**config.mk**
```make
export PLATFORM = sky130hd
export DESIGN_NAME = pdv_post_div
export DESIGN_NICKNAME = d
export VERILOG_FILES = /design/src/logic/pdv_pkg.sv /design/src/logic/pdv_post_div.sv
export SDC_FILE = /design/constraint.sdc
export NUM_CORES = 1
export LEC_CHECK = 0
export ABC_AREA = 1
export ABC_CLOCK_PERIOD_IN_PS = 7900
export CAP_MARGIN = 40
export CORE_UTILIZATION = 45
export DETAILED_ROUTE_END_ITERATION = 12
export DONT_BUFFER_PORTS = 1
export PLACE_DENSITY_LB_ADDON = 0.15
export SLEW_MARGIN = 0
export SYNTH_ARGS = -nofsm -noshare
export SYNTH_HDL_FRONTEND = slang
export SYNTH_SLANG_ARGS = --single-unit
```
**constraint.sdc**
```tcl
create_clock -name ref_clk_i -period 7.9 [get_ports ref_clk_i]
set_input_delay 0.395 -clock ref_clk_i [delete_from_list [all_inputs] [get_ports ref_clk_i]]
set_output_delay 0.395 -clock ref_clk_i [all_outputs]
set_load 0.05 [all_outputs]
```
**src/logic/pdv_pkg.sv**
```systemverilog
package pdv_pkg;

  // ----------------------------------------------------------------
  // Register map
  // ----------------------------------------------------------------
  localparam logic [7:0] ADDR_C0     = 8'h92;
  localparam logic [7:0] ADDR_C1     = 8'h93;
  localparam logic [7:0] ADDR_C2     = 8'h94;
  localparam logic [7:0] ADDR_D0     = 8'h95;
  localparam logic [7:0] ADDR_D1     = 8'h96;
  localparam logic [7:0] ADDR_D2     = 8'h97;
  localparam logic [7:0] ADDR_STATUS = 8'h98;
  localparam logic [23:0] CFG_RESET  = 24'h000032;

  // ----------------------------------------------------------------
  // Field layout and codes
  // ----------------------------------------------------------------
  localparam int          MODE_LSB  = 20;
  localparam int          STYLE_BIT = 19;
  localparam int          POL_BIT   = 18;
  localparam int          SRC_LSB   = 16;
  localparam logic [3:0]  MODE_FP   = 4'hF;
  localparam logic [1:0]  SRC_A     = 2'h0;
  localparam logic [1:0]  SRC_B     = 2'h1;
  localparam logic [1:0]  LF_CODE_C = 2'h2;
  localparam logic [1:0]  LF_CODE_D = 2'h3;
  localparam logic [2:0]  MASK_ALL  = 3'h7;
  localparam logic [23:0] DIV_MIN   = 24'h000002;
  localparam logic [15:0] LF_MIN    = 16'h0002;
  localparam logic [15:0] RATE_MIN  = 16'h0001;

  // ----------------------------------------------------------------
  // State types
  // ----------------------------------------------------------------
  typedef struct packed {
    logic [23:0] cnt;
    logic        pulse;
    logic        prev_sel;
    logic        out;
  } pdv_chan_t;

  typedef struct packed {
    logic [23:0] cfg_c;
    logic [23:0] cfg_d;
    logic [23:0] shad_c;
    logic [23:0] shad_d;
    logic [2:0]  mask_c;
    logic [2:0]  mask_d;
    logic [7:0]  rdata;
    pdv_chan_t   ch_c;
    pdv_chan_t   ch_d;
  } pdv_state_t;

endpackage

```
**src/logic/pdv_post_div.sv**
```systemverilog
// Decided for this implementation: strobed register access.
`timescale 1ns/1ps
module pdv_post_div (
  input  wire logic       ref_clk_i,  // Synthesizer clock, 10 MHz.
  input  wire logic       sys_rst_i,  // Synchronous reset, active high.
  input  wire logic       base_tick_i,// One-cycle tick at twice the base rate.
  input  wire logic       clk_a_i,    // Sibling post-divider A level.
  input  wire logic       clk_b_i,    // Sibling post-divider B level.
  input  wire logic [7:0] addr_i,     // Register byte address.
  input  wire logic [7:0] wdata_i,    // Register write data.
  input  wire logic       wr_i,       // Write strobe.
  input  wire logic       rd_i,       // Read strobe.
  output logic      [7:0] rdata_o,    // Read data, one cycle after the strobe.
  output logic            out_c_o,    // Output C.
  output logic            out_d_o     // Output D.
);

  // ----------------------------------------------------------------
  // Helper functions
  // ----------------------------------------------------------------

  // Replaces one byte of a 24-bit shadow value.
  function automatic logic [23:0] put_byte(input logic [23:0] v, input logic [1:0] idx,
                                           input logic [7:0] d);
    logic [23:0] r;
    r = v;
    r[idx*8 +: 8] = d;
    return r;
  endfunction

  // Advances one output channel by one clock.
  function automatic pdv_pkg::pdv_chan_t step(input pdv_pkg::pdv_chan_t s,
                                              input logic [23:0] cfg, input logic sel,
                                              input logic tick, input logic [1:0] lf_code);
    pdv_pkg::pdv_chan_t n;
    logic [23:0] div;
    logic [15:0] lim;
    n = s;
    n.prev_sel = sel;
    div = pdv_pkg::DIV_MIN;
    lim = pdv_pkg::LF_MIN;
    if (cfg[pdv_pkg::MODE_LSB +: 4] != pdv_pkg::MODE_FP) begin
      // Whole 24 bits, style and polarity bits included, form the ratio.
      div = (cfg < pdv_pkg::DIV_MIN) ? pdv_pkg::DIV_MIN : cfg;
      n.cnt = (s.cnt >= div - 24'h1) ? 24'h0 : s.cnt + 24'h1;
      // High for the lower half, so odd ratios lose one cycle of high time.
      n.out = n.cnt < (div >> 1);
      n.pulse = 1'b0;
    end else if (cfg[pdv_pkg::SRC_LSB +: 2] == lf_code) begin
      // Low-rate clock counted on the doubled base tick.
      if (tick) begin
        lim = (cfg[15:0] < pdv_pkg::LF_MIN) ? pdv_pkg::LF_MIN : cfg[15:0];
        n.cnt = (s.cnt >= {8'h0, lim} - 24'h1) ? 24'h0 : s.cnt + 24'h1;
        n.out = n.cnt < {9'h0, lim[15:1]};
      end
      n.pulse = 1'b0;
    end else begin
      // Frame pulse timed by the sibling clock's edges.
      lim = (cfg[15:0] < pdv_pkg::RATE_MIN) ? pdv_pkg::RATE_MIN : cfg[15:0];
      if (sel && !s.prev_sel) begin
        n.cnt = (s.cnt >= {8'h0, lim} - 24'h1) ? 24'h0 : s.cnt + 24'h1;
        if (cfg[pdv_pkg::STYLE_BIT]) begin
          // Pulse spans the period that opens at the boundary.
          n.pulse = (n.cnt == 24'h0);
        end
      end else if (!sel && s.prev_sel && !cfg[pdv_pkg::STYLE_BIT]) begin
        // Pulse spans falling edge to falling edge around the boundary.
        n.pulse = (s.cnt == {8'h0, lim} - 24'h1);
      end
      n.out = n.pulse ^ cfg[pdv_pkg::POL_BIT];
    end
    return n;
  endfunction

  // ----------------------------------------------------------------
  // State and source selection
  // ----------------------------------------------------------------
  pdv_pkg::pdv_state_t st;
  pdv_pkg::pdv_state_t next_st;
  logic                sel_c;
  logic                sel_d;
  logic                frame_c;
  logic                frame_d;
  logic                lf_c;
  logic                lf_d;

  // Sibling clock chosen for each output.
  always_comb begin
    unique case (st.cfg_c[pdv_pkg::SRC_LSB +: 2])
      pdv_pkg::SRC_A: sel_c = clk_a_i;
      pdv_pkg::SRC_B: sel_c = clk_b_i;
      pdv_pkg::LF_CODE_C: sel_c = 1'b0;
      pdv_pkg::LF_CODE_D: sel_c = st.ch_d.out;
    endcase
    unique case (st.cfg_d[pdv_pkg::SRC_LSB +: 2])
      pdv_pkg::SRC_A: sel_d = clk_a_i;
      pdv_pkg::SRC_B: sel_d = clk_b_i;
      pdv_pkg::LF_CODE_C: sel_d = st.ch_c.out;
      pdv_pkg::LF_CODE_D: sel_d = 1'b0;
    endcase
  end

  // Mode decode, used by the checks below.
  assign lf_c    = (st.cfg_c[pdv_pkg::MODE_LSB +: 4] == pdv_pkg::MODE_FP) &&
                   (st.cfg_c[pdv_pkg::SRC_LSB +: 2] == pdv_pkg::LF_CODE_C);
  assign lf_d    = (st.cfg_d[pdv_pkg::MODE_LSB +: 4] == pdv_pkg::MODE_FP) &&
                   (st.cfg_d[pdv_pkg::SRC_LSB +: 2] == pdv_pkg::LF_CODE_D);
  assign frame_c = (st.cfg_c[pdv_pkg::MODE_LSB +: 4] == pdv_pkg::MODE_FP) && !lf_c;
  assign frame_d = (st.cfg_d[pdv_pkg::MODE_LSB +: 4] == pdv_pkg::MODE_FP) && !lf_d;

  // ----------------------------------------------------------------
  // Next state
  // ----------------------------------------------------------------

  // Register writes collect in shadows and commit once complete.
  always_comb begin
    next_st = st;
    next_st.rdata = 8'h00;
    if (wr_i) begin
      unique case (addr_i)
        pdv_pkg::ADDR_C0, pdv_pkg::ADDR_C1, pdv_pkg::ADDR_C2: begin
          next_st.shad_c = put_byte(st.shad_c, 2'(addr_i - pdv_pkg::ADDR_C0), wdata_i);
          next_st.mask_c = st.mask_c | (3'h1 << 2'(addr_i - pdv_pkg::ADDR_C0));
        end
        pdv_pkg::ADDR_D0, pdv_pkg::ADDR_D1, pdv_pkg::ADDR_D2: begin
          next_st.shad_d = put_byte(st.shad_d, 2'(addr_i - pdv_pkg::ADDR_D0), wdata_i);
          next_st.mask_d = st.mask_d | (3'h1 << 2'(addr_i - pdv_pkg::ADDR_D0));
        end
        default: begin
        end
      endcase
    end
    // Commit only after all three bytes arrive.
    if (next_st.mask_c == pdv_pkg::MASK_ALL) begin
      next_st.cfg_c  = next_st.shad_c;
      next_st.mask_c = 3'h0;
    end
    if (next_st.mask_d == pdv_pkg::MASK_ALL) begin
      next_st.cfg_d  = next_st.shad_d;
      next_st.mask_d = 3'h0;
    end
    if (rd_i) begin
      unique case (addr_i)
        pdv_pkg::ADDR_C0: next_st.rdata = st.cfg_c[7:0];
        pdv_pkg::ADDR_C1: next_st.rdata = st.cfg_c[15:8];
        pdv_pkg::ADDR_C2: next_st.rdata = st.cfg_c[23:16];
        pdv_pkg::ADDR_D0: next_st.rdata = st.cfg_d[7:0];
        pdv_pkg::ADDR_D1: next_st.rdata = st.cfg_d[15:8];
        pdv_pkg::ADDR_D2: next_st.rdata = st.cfg_d[23:16];
        pdv_pkg::ADDR_STATUS: next_st.rdata = {4'h0, st.mask_d != 3'h0,
                                               st.mask_c != 3'h0, st.ch_d.out, st.ch_c.out};
        default: next_st.rdata = 8'h00;
      endcase
    end
    next_st.ch_c = step(st.ch_c, st.cfg_c, sel_c, base_tick_i, pdv_pkg::LF_CODE_C);
    next_st.ch_d = step(st.ch_d, st.cfg_d, sel_d, base_tick_i, pdv_pkg::LF_CODE_D);
  end

  // State register.
  always_ff @(posedge ref_clk_i) begin
    if (sys_rst_i) begin
      st        <= '0;
      st.cfg_c  <= pdv_pkg::CFG_RESET;
      st.cfg_d  <= pdv_pkg::CFG_RESET;
      st.shad_c <= pdv_pkg::CFG_RESET;
      st.shad_d <= pdv_pkg::CFG_RESET;
    end else begin
      st <= next_st;
    end
  end

  // Outputs straight from flip-flops.
  assign rdata_o = st.rdata;
  assign out_c_o = st.ch_c.out;
  assign out_d_o = st.ch_d.out;
endmodule  // pdv_post_div

```
==> results of run 1 <==
metrics by stage:
stage	util	setup WS [ns]	hold slack, ns
final	0.4852	1.451	0.02107
after global routing	0.4852	0.5768	0.005323
after CTS	0.4852	1.499	0.001699
after detailed placement	0.4689	1.524	0.4475
after global placement	0.4677	1.555	0.4386
after floorplan	-	2.648	0.4258
what timing repair did:
| action | CTS | global route |
|---|---|---|
| hold endpoints to repair | 1 | 0 |
| endpoints found under the setup margin | 0 | 0 |
| hold buffers | 1 | 0 |
| gates resized for setup | 0 | 0 |
logic make-up (layout without fill, tap and decap cells):
| logic type | Yosys count | after routing | synth area share |
|---|---|---|---|
| XOR/XNOR | 83 | 83 | 0.04418 |
| buffers and inverters | 444 | 408 | 0.1069 |
| AND/OR/NAND/NOR | 1109 | 1109 | 0.2905 |
| adder cells (fa/ha/maj) | 232 | 232 | 0.1764 |
| AO/OA/AOI/OAI | 513 | 513 | 0.1826 |
| flip-flops | 164 | 164 | 0.1995 |
worst min path at each step:
stage | end | depth (start not counted) | start | slack [ns]
global route | st[1]$_SDFF_PP0_ | 1 | sys_rst_i | 0.005
detailed placement | st[115]$_SDFF_PP0_ | 2 | st[115]$_SDFF_PP0_ | 0.45
CTS | st[1]$_SDFF_PP0_ | 1 | sys_rst_i | 0.002
global placement | st[115]$_SDFF_PP0_ | 2 | st[115]$_SDFF_PP0_ | 0.44
finish | st[1]$_SDFF_PP0_ | 1 | sys_rst_i | 0.02
floorplan | st[115]$_SDFF_PP0_ | 2 | st[115]$_SDFF_PP0_ | 0.43
final cells by class:
class	instances	area [um2]
Timing Repair Buffer	15	138.9
Clock buffer	17	425.4
Clock inverter	14	145.1
Sequential cell	164	3283
Tap cell	461	576.8
Fill cell	3752	18400
Inverter	362	1359
Multi-Input combinational cell	1937	11410
critical path, delay by kind of cell (launching register included):
kind | cells | cell delay, ns
XOR/XNOR | 1 | 0.08
adder cells (fa/ha/maj) | 3 | 0.81
buffers and inverters | 8 | 1.01
flip-flops | 1 | 0.40
AND/OR/NAND/NOR | 26 | 4.02
state kept, by name (all words and copies together) (netlist names):
name / cells
out_c_o: 1
out_d_o: 1
rdata_o: 8
st: 154
power by group through the flow:
| stage | Combinational [mW] | Sequential [mW] | Clock (mW) |
|---|---|---|---|
| final | 0.120 | 0.841 | 0.868 |
| after global routing | 0.136 | 0.841 | 0.906 |
| after CTS | 0.118 | 0.841 | 0.875 |
| after detailed placement | 0.117 | 0.860 | 0 |
| after global placement | 0.115 | 0.860 | 0 |
| after floorplan | 0.0879 | 0.856 | 0 |
synthesized netlist by cell type (6+ instances only):
master	count
o22ai_1	60
nand2_1	534
nand3_1	73
clkbuf_1	47
o31ai_1	7
inv_1	342
a221oi_1	21
nand4_1	50
nor4_1	8
ha_1	232
nand2_2	11
a211oi_1	18
o21ai_0	143
nor3_4	7
o21a_1	11
buf_4	13
xnor2_1	12
o211ai_1	6
a22oi_1	6
xor2_1	71
a21oi_1	172
dfxtp_1	164
buf_2	17
nor2_1	337
a31oi_1	31
inv_2	17
nor3_1	41
nor2_2	7
or2_2	9
metal layers:
metal	global-route usage	part of all wire
met3	0.07235	0.10
met1	0.4807	0.47
met4	0.08385	0.022
met5	0	0
met2	0.4779	0.40
==> flow_summary.toml, run 1 <==
[run_status]
status = "finished, final reports clean"

[die]
fp-row-count = 69
core_area_um2 = 35740
dieWidth_um = 193.2
num_io_pins = 33
dieArea_um2 = 37340
start_util = 0.4604
chipHeight_um = 193.2

[clock_network]
cts_tree = "built"
post_cts.repair.setup_buffers = 0
root_buffer = "clkbuf_16"
clock_latency_ns = 0.47
clockBufferDepth = 2
cts.sinks = 164
h-tree-depth = 4
cts_buffers = 17
path_clk_slew_ns = 0.08

[placed_design]
postPlaceCellArea_um2 = 16760
dp.cells = 2938
port_buffers = 0
dpl.hpwl_mm = 49.09
place.gp.congestion = 0.9677

[finish]
antennaDiodeCount = 0
syn2layout_area_growth_pct = 5.383
final_common_cell = "nand2_1"
layout_common_cells = "nand2_1 (534), inv_1 (342), nor2_1 (337)"
final_nets = 2752
drive_above_1_share = 0.04703
final_cells = 2970
stdcell_area_um2 = 17340

[flow_run]
drv_cap = 0

[synthesis]
ys_warn_count = 0
synth_cell_type_count = 64
netlist_area_um2 = 16460
synth-main-ff-cell = "dfxtp_1"
syn_inst = 2545
avgSynthCellArea_um2 = 6.466
synth_top_area_cell = "dfxtp_1"
yosysTopAreaCellShare = 0.1995
ys_top_cells_by_area = "dfxtp_1 (20%), ha_1 (18%), nand2_1 (12%)"
syn_nets = 2800
synth-edff-count = 0
ys_seq_area_frac = 0.1995
synth-seq-cells = 164
synth-async-reset-ratio = 0

[critical_path]
worstPathRequired_ns = 8.27
crit-reg2reg-launch = "st[154]$_SDFFE_PP0P_"
path_max_fanout = 22
slowest_stage = "inv_1"
r2r_end = "out_c_o$_SDFFE_PP0P_"
crit_end = "out_c_o$_SDFFE_PP0P_"
critical_path_class = "reg -> reg"
crit_path_start = "st[154]$_SDFFE_PP0P_"
path_common_cell = "nor2_1"
crit_path_start_kind = "flop"
end_kind = "flop"
cp_slowest_stage_delay_ns = 0.56
rr_worst_depth = 38
arrival_ns = 6.82
rrSetupSlack_ns = 1.45

[global_route]
antenna_found_initial = 1
grt_max_degree = 64
grt_pass1_vias = 16311
overflow = 0
grt_usage = 0.3275
grt_pass1_wl_mm = 94.96

[power_and_ir_drop]
cellLeakagePower_nw = 8.332
power.share.clock = 0.475
power_frac_seq = 0.460
p_switching_uw = 517.3
totalPowerFinal_mw = 1.830
power_density_nw_per_um2 = 105.5
swShare = 0.2827
power.share.combinational = 0.066
internal_power_mw = 1.313
peakVddDrop_mv = 0.2138

[sta]
finalHoldViolCount = 0
final_max_slew_viol_count = 0
setup_viol = 0
max_freq_ghz = 0.1551
final_period_minus_worst_setup_slack_ns = 6.449
max_slew_margin = 0.4877
tns_ns = 0
clock_skew_ns = 0.02339
grt_setup_unrepaired = "false"
tightest_slew_ns = 0.7656
period_share = 0.8164

[route]
wl_per_cell_um = 20.52
initialDrtViolationCount = 1685
vias = 17386
drt_wl_total_mm = 60.93
drcViolationCount = 0
ant_nets = 0
first_pass_iters = 6
vias_per_cell = 5.854

[hold_path]
hp-class = "in -> reg"
(Power assumes the default switching activity.)
==> inputs of run 2 (changes only) <==
--- a/config.mk
+++ b/config.mk
@@ -6,7 +6,7 @@
 export NUM_CORES = 1
 export LEC_CHECK = 0
 export ABC_AREA = 1
-export ABC_CLOCK_PERIOD_IN_PS = 7900
+export ABC_CLOCK_PERIOD_IN_PS = 5450
 export CAP_MARGIN = 40
 export CORE_UTILIZATION = 45
 export DETAILED_ROUTE_END_ITERATION = 12
==> constraint.sdc (replaced) <==
create_clock -name ref_clk_i -period 5.45 [get_ports ref_clk_i]
set_input_delay 0.2725 -clock ref_clk_i [delete_from_list [all_inputs] [get_ports ref_clk_i]]
set_output_delay 0.2725 -clock ref_clk_i [all_outputs]
set_load 0.05 [all_outputs]
==> flow_summary.toml, run 2 (synthesis gave the netlist of run 1 again) <==
[finish]
regMostFlops = "st"
final_nets = 2897
syn2layout_area_growth_pct = 14.72
final_common_cell = "nand2_1"
drive_above_1_share = 0.1307
utilization = 0.5282
largest_reg_flops = 154
regArea_um2 = 3283
antennaDiodeCount = 0
layout_common_cells = "nand2_1 (527), inv_1 (337), nor2_1 (295)"
num-fill-cells = 3634
stdcell_area_um2 = 18880
final_cells = 3116
multiInputGateArea_um2 = 11790

[critical_path]
slowest_stage = "dfxtp_1"
cp_slowest_stage_delay_ns = 0.32
worstPathRequired_ns = 5.82
path_common_cell = "nand2_1"
path_delay_family = "simple AND/OR/NAND/NOR gates"
critPathBufInv = 7
path_max_fanout = 7
crit_path_start_kind = "flop"
arrival_ns = 5.52
critical_path_class = "reg -> reg"
end_kind = "flop"

[route]
met2_length_mm = 25.72
initialDrtViolationCount = 1728
first_pass_iters = 5
vias = 17882
wl_per_cell_um = 20.11
wl_met3_mm = 6.500
ant_nets = 0
vias_per_cell = 5.739
met1_length_mm = 28.95
drt_wl_total_mm = 62.67
drcViolationCount = 0
top_layer = "met4"

[sta]
max_slew_margin = 0.4617
setup_viol = 0
final_period_minus_worst_setup_slack_ns = 5.149
holdWs_ns = 0.01481
max_freq_ghz = 0.1942
tns_ns = 0
tightest_slew_ns = 0.8055
finalHoldViolCount = 0
clock_skew_ns = 0.01771
period_share = 0.9448
final_max_slew_viol_count = 0

[global_route]
grt_max_degree = 63
antenna_found_initial = 0
grt_usage = 0.3314
grt_pass1_vias = 16655
overflow = 0
grt_pass1_wl_mm = 95.99

[placed_design]
dp.cells = 3075
port_buffers = 0
dpl.hpwl_mm = 50.19
place.gp.congestion = 1.048
postPlaceCellArea_um2 = 17780

[die]
chipHeight_um = 193.2
dieWidth_um = 193.2
num_io_pins = 33
core_area_um2 = 35740
fp-row-count = 69
start_util = 0.4604
dieArea_um2 = 37340

[power_and_ir_drop]
power_density_nw_per_um2 = 143.9
swShare = 0.2681
p_switching_uw = 728.2
power.share.combinational = 0.071
power.share.clock = 0.480
peakVddDrop_mv = 0.2654
power_frac_seq = 0.449
cellLeakagePower_nw = 9.142
internal_power_mw = 1.988

[hold_path]
hp-class = "in -> reg"

[clock_network]
cts_tree = "built"
root_buffer = "clkbuf_16"
clock_latency_ns = 0.47
clockBufferDepth = 2
cts_buffers = 17
h-tree-depth = 4
cts.sinks = 164
path_clk_slew_ns = 0.08

[run_status]
status = "finished, final reports clean"

[flow_run]
drv_cap = 0
-- run 2: cell types whose count changed in the layout (fill, tap and decap cells not counted), sizes merged --
| cell | before | now |
|---|---|---|
| clkinv | 7 | 6 |
| clkbuf | 17 | 21 |
| dlygate4sd3 | 1 | 0 |
| buf | 14 | 159 |
| bufinv | 1 | 2 |
| inv | 367 | 365 |
-- run 2: per-layer routing --
layer | global-route usage | up-vias
met4 | 0.09481 | 0
met3 | 0.06729 | 105
li1 | - | 8720
met2 | 0.4913 | 818
met5 | 0 | -
met1 | 0.4802 | 8239
-- run 2: power by group through the flow --
stage	Combinational (mW)	Clock, mW	Sequential, mW
after detailed placement	0.177	0	1.25
final	0.193	1.30	1.22
after global placement	0.174	0	1.25
after floorplan	0.127	0	1.24
after CTS	0.189	1.31	1.22
after global routing	0.214	1.36	1.22
-- run 2: final timing paths --
kind | start | endpoint | slack [ns] | cells past startpoint
max reg2reg | st[156]$_SDFFE_PP0P_ | out_c_o$_SDFFE_PP0P_ | 0.30 | 37
min | clk_a_i | st[1]$_SDFF_PP0_ | 0.01 | 2
min reg2reg | st[113]$_SDFF_PP0_ | st[113]$_SDFF_PP0_ | 0.48 | 2
max | st[156]$_SDFFE_PP0P_ | out_c_o$_SDFFE_PP0P_ | 0.30 | 37
-- run 2: final cells by class --
class / instances / share of cell area
Inverter: 362 / 0.07277
Timing Repair Buffer: 159 / 0.06575
Clock inverter: 11 / 0.007357
Tap cell: 461 / 0.03055
Clock buffer: 21 / 0.02492
Sequential cell: 164 / 0.1739
Timing Repair inverter: 1 / 0.0004639
Multi-Input combinational cell: 1937 / 0.6243
-- run 2: timing repair --
item                                    in CTS  in global routing
cloned                                       0                  1
hold endpoints to repair                    62                  0
endpoints found under the setup margin       2                  3
setup buffers                                0                  7
hold buffers                                 1                  0
resized for setup                            5                108
pin swaps                                    0                 31
-- run 2: worst register-to-register path: cells and delay by family (launching register included) --
family                   cells  cell delay (ns)
XOR/XNOR                     1             0.07
flip-flops                   1             0.32
AND/OR/NAND/NOR             26             3.41
buffers and inverters        7             0.49
adder cells (fa/ha/maj)      3             0.77
-- run 2: metrics by stage --
step	total power, mW	setup slack, ns
floorplan	1.368	0.1982
global placement	1.421	-0.2123
detailed placement	1.423	-0.2624
CTS	2.716	0.01405
global route	2.789	-0.07537
finish	2.716	0.3006
==> inputs of run 3 (changes only) <==
--- a/config.mk
+++ b/config.mk
@@ -5,7 +5,6 @@
 export SDC_FILE = /design/constraint.sdc
 export NUM_CORES = 1
 export LEC_CHECK = 0
-export ABC_AREA = 1
 export ABC_CLOCK_PERIOD_IN_PS = 5450
 export CAP_MARGIN = 40
 export CORE_UTILIZATION = 45
==> flow_summary.toml, run 3 <==
[synthesis]
yosysMostFrequentCell = "nor2_1"
synth_cell_type_count = 82
syn_inst = 1942
syn_nets = 2197
ys_seq_area_frac = 0.2212
netlist_area_um2 = 14840
synth-edff-count = 0
ys_top_cells_by_area = "dfxtp_1 (22%), ha_1 (20%), nor2_1 (6.1%)"
synth-seq-cells = 164
synth_top_area_cell = "dfxtp_1"
synth-main-ff-cell = "dfxtp_1"
avgSynthCellArea_um2 = 7.644
synth-async-reset-ratio = 0
synthTopCellsByCount = "nor2_1 (241), ha_1 (232), dfxtp_1 (164)"
yosysTopAreaCellShare = 0.2212
ys_warn_count = 0

[sta]
final_period_minus_worst_setup_slack_ns = 5.345
period_share = 0.9807
grt_setup_unrepaired = "true"
finalHoldViolCount = 0
final_max_slew_viol_count = 0
clock_skew_ns = 0.02181
finalWorstSetupSlack_ns = 0.1051
tightest_slew_ns = 0.8774
setup_viol = 0
holdWs_ns = 0.01563
max_freq_ghz = 0.1871
max_slew_margin = 0.4108

[power_and_ir_drop]
power.share.clock = 0.496
power.share.combinational = 0.058
power_frac_seq = 0.447
peakVddDrop_mv = 0.2379
power_density_nw_per_um2 = 159.6
internal_power_mw = 1.966
p_switching_uw = 763.6
swShare = 0.2798
cellLeakagePower_nw = 7.344

[route]
ant_nets = 0
drt_wl_total_mm = 53.97
first_pass_iters = 8
vias = 14986
initialDrtViolationCount = 1466
vias_per_cell = 6.167
wl_per_cell_um = 22.21
drcViolationCount = 0

[global_route]
grt_usage = 0.3191
grt_pass1_vias = 13999
grt_max_degree = 109
grt_use_met1 = 0.4315
antenna_found_initial = 0
met3_usage = 0.05428
overflow = 0
gr-max-usage-layer = "met2"
grt_pass1_wl_mm = 82.03
globalRouteMet2Util = 0.5002

[critical_path]
crit-reg2reg-launch = "st[132]$_SDFFE_PP0P_"
critical_path_class = "reg -> reg"
cp_slowest_stage_delay_ns = 0.54
arrival_ns = 5.73
path_max_fanout = 13
crit_path_start_kind = "flop"
crit_path_start = "st[132]$_SDFFE_PP0P_"
slowest_stage = "or4_1"
end_kind = "flop"
worstPathRequired_ns = 5.83
path_cells = "or4_1, nand2b_1, or3_1, o31ai_2, ha_2, buf_6, nand3_1, xnor2_2, ha_1, nand4_1, or4_4, o21ai_4, buf_12, nor2_1, ha_1, a21o_1, a21o_1, a21oi_1, o311ai_1, a221oi_2, o221ai_1, a31oi_1"

[clock_network]
cts_buffers = 17
cts.sinks = 164
root_buffer = "clkbuf_16"
h-tree-depth = 4
path_clk_slew_ns = 0.07
clockBufferDepth = 2
clock_latency_ns = 0.47
cts_tree = "built"

[flow_run]
drv_cap = 0

[placed_design]
pre_cts_ws_ns = -0.002027
place.gp.congestion = 0.9582
postPlaceCellArea_um2 = 15840
port_buffers = 0
dpl.hpwl_mm = 40.38

[die]
chipHeight_um = 183.6
num_io_pins = 33
fp-row-count = 66
dieArea_um2 = 33720
core_area_um2 = 32540
start_util = 0.4562
dieWidth_um = 183.6

[finish]
drive_above_1_share = 0.1333
layout_common_cells = "nor2_1 (220), ha_1 (220), dfxtp_1 (163)"
antennaDiodeCount = 0
final_nets = 2230
largest_reg_flops = 154
syn2layout_area_growth_pct = 15.18
regMostFlops = "st"
stdcell_area_um2 = 17100

[hold_path]
hold_start = "sys_rst_i"
hp-class = "in -> reg"

[run_status]
status = "finished, final reports clean"
[run 3: metal layers]
| metal | wire length, um | part of all wire |
|---|---|---|
| met1 | 24000 | 0.44 |
| met2 | 24000 | 0.44 |
| met3 | 3926 | 0.073 |
| met4 | 2049 | 0.038 |
| met5 | 0 | 0 |
[run 3: cells by family after synthesis]
kind of cell / synth area share
flip-flops: 0.2212
AO/OA/AOI/OAI: 0.2052
multiplexers: 0.003456
XOR/XNOR: 0.07198
adder cells (fa/ha/maj): 0.1955
AND/OR/NAND/NOR: 0.2429
buffers and inverters: 0.05968
[run 3: path summary, 6_finish.rpt]
path	slack (ns)	endpoint	depth (start not counted)
max	0.11	out_d_o$_SDFFE_PP0P_	22
min	0.02	st[117]$_SDFFE_PP1P_	2
max reg2reg	0.11	out_d_o$_SDFFE_PP0P_	22
min reg2reg	0.48	st[70]$_SDFF_PP0_	2
[run 3: cell type report]
type,count,area [um2]
Multi-Input combinational cell,1565,11190
Fill cell,3220,15440
Sequential cell,164,3284
Clock inverter,15,209.0
Timing Repair Buffer,133,1079
Clock buffer,17,425.4
Tap cell,442,553.0
Inverter,94,352.8
[run 3: critical path, delay by kind of cell (launching register included)]
family	cells	cell delay [ns]
flops	1	0.31
fa+ha+maj	3	0.87
xor+xnor	1	0.19
buf+inv	2	0.32
simple gates	7	1.89
compound gates	9	1.67
[run 3: stage by stage]
stage            TNS, ns  utilization  power (mW)  instances
3_3_place_gp           0       0.4857       1.375       2372
4_1_cts                0       0.5080       2.729       2412
6_report               0       0.5255       2.729       2430
5_1_grt          -0.2114       0.5255       2.803       2430
3_5_place_dp   -0.002027       0.4869       1.379       2378
2_1_floorplan   -0.01383            -       1.348       1942
[run 3: repair_timing]
action	in CTS	in global routing
setup endpoints to repair	1	2
hold endpoints to repair	109	0
setup buffers	0	15
hold buffers	2	0
pin swaps	0	40
gates cloned	0	3
resized for setup	3	93
[run 3: power groups by stage]
stage / logic, mW / registers (mW) / clock network (mW)
global placement: 0.129 / 1.25 / 0
finish: 0.158 / 1.22 / 1.35
global route: 0.175 / 1.22 / 1.41
floorplan: 0.108 / 1.24 / 0
detailed placement: 0.133 / 1.25 / 0
CTS: 0.150 / 1.22 / 1.36
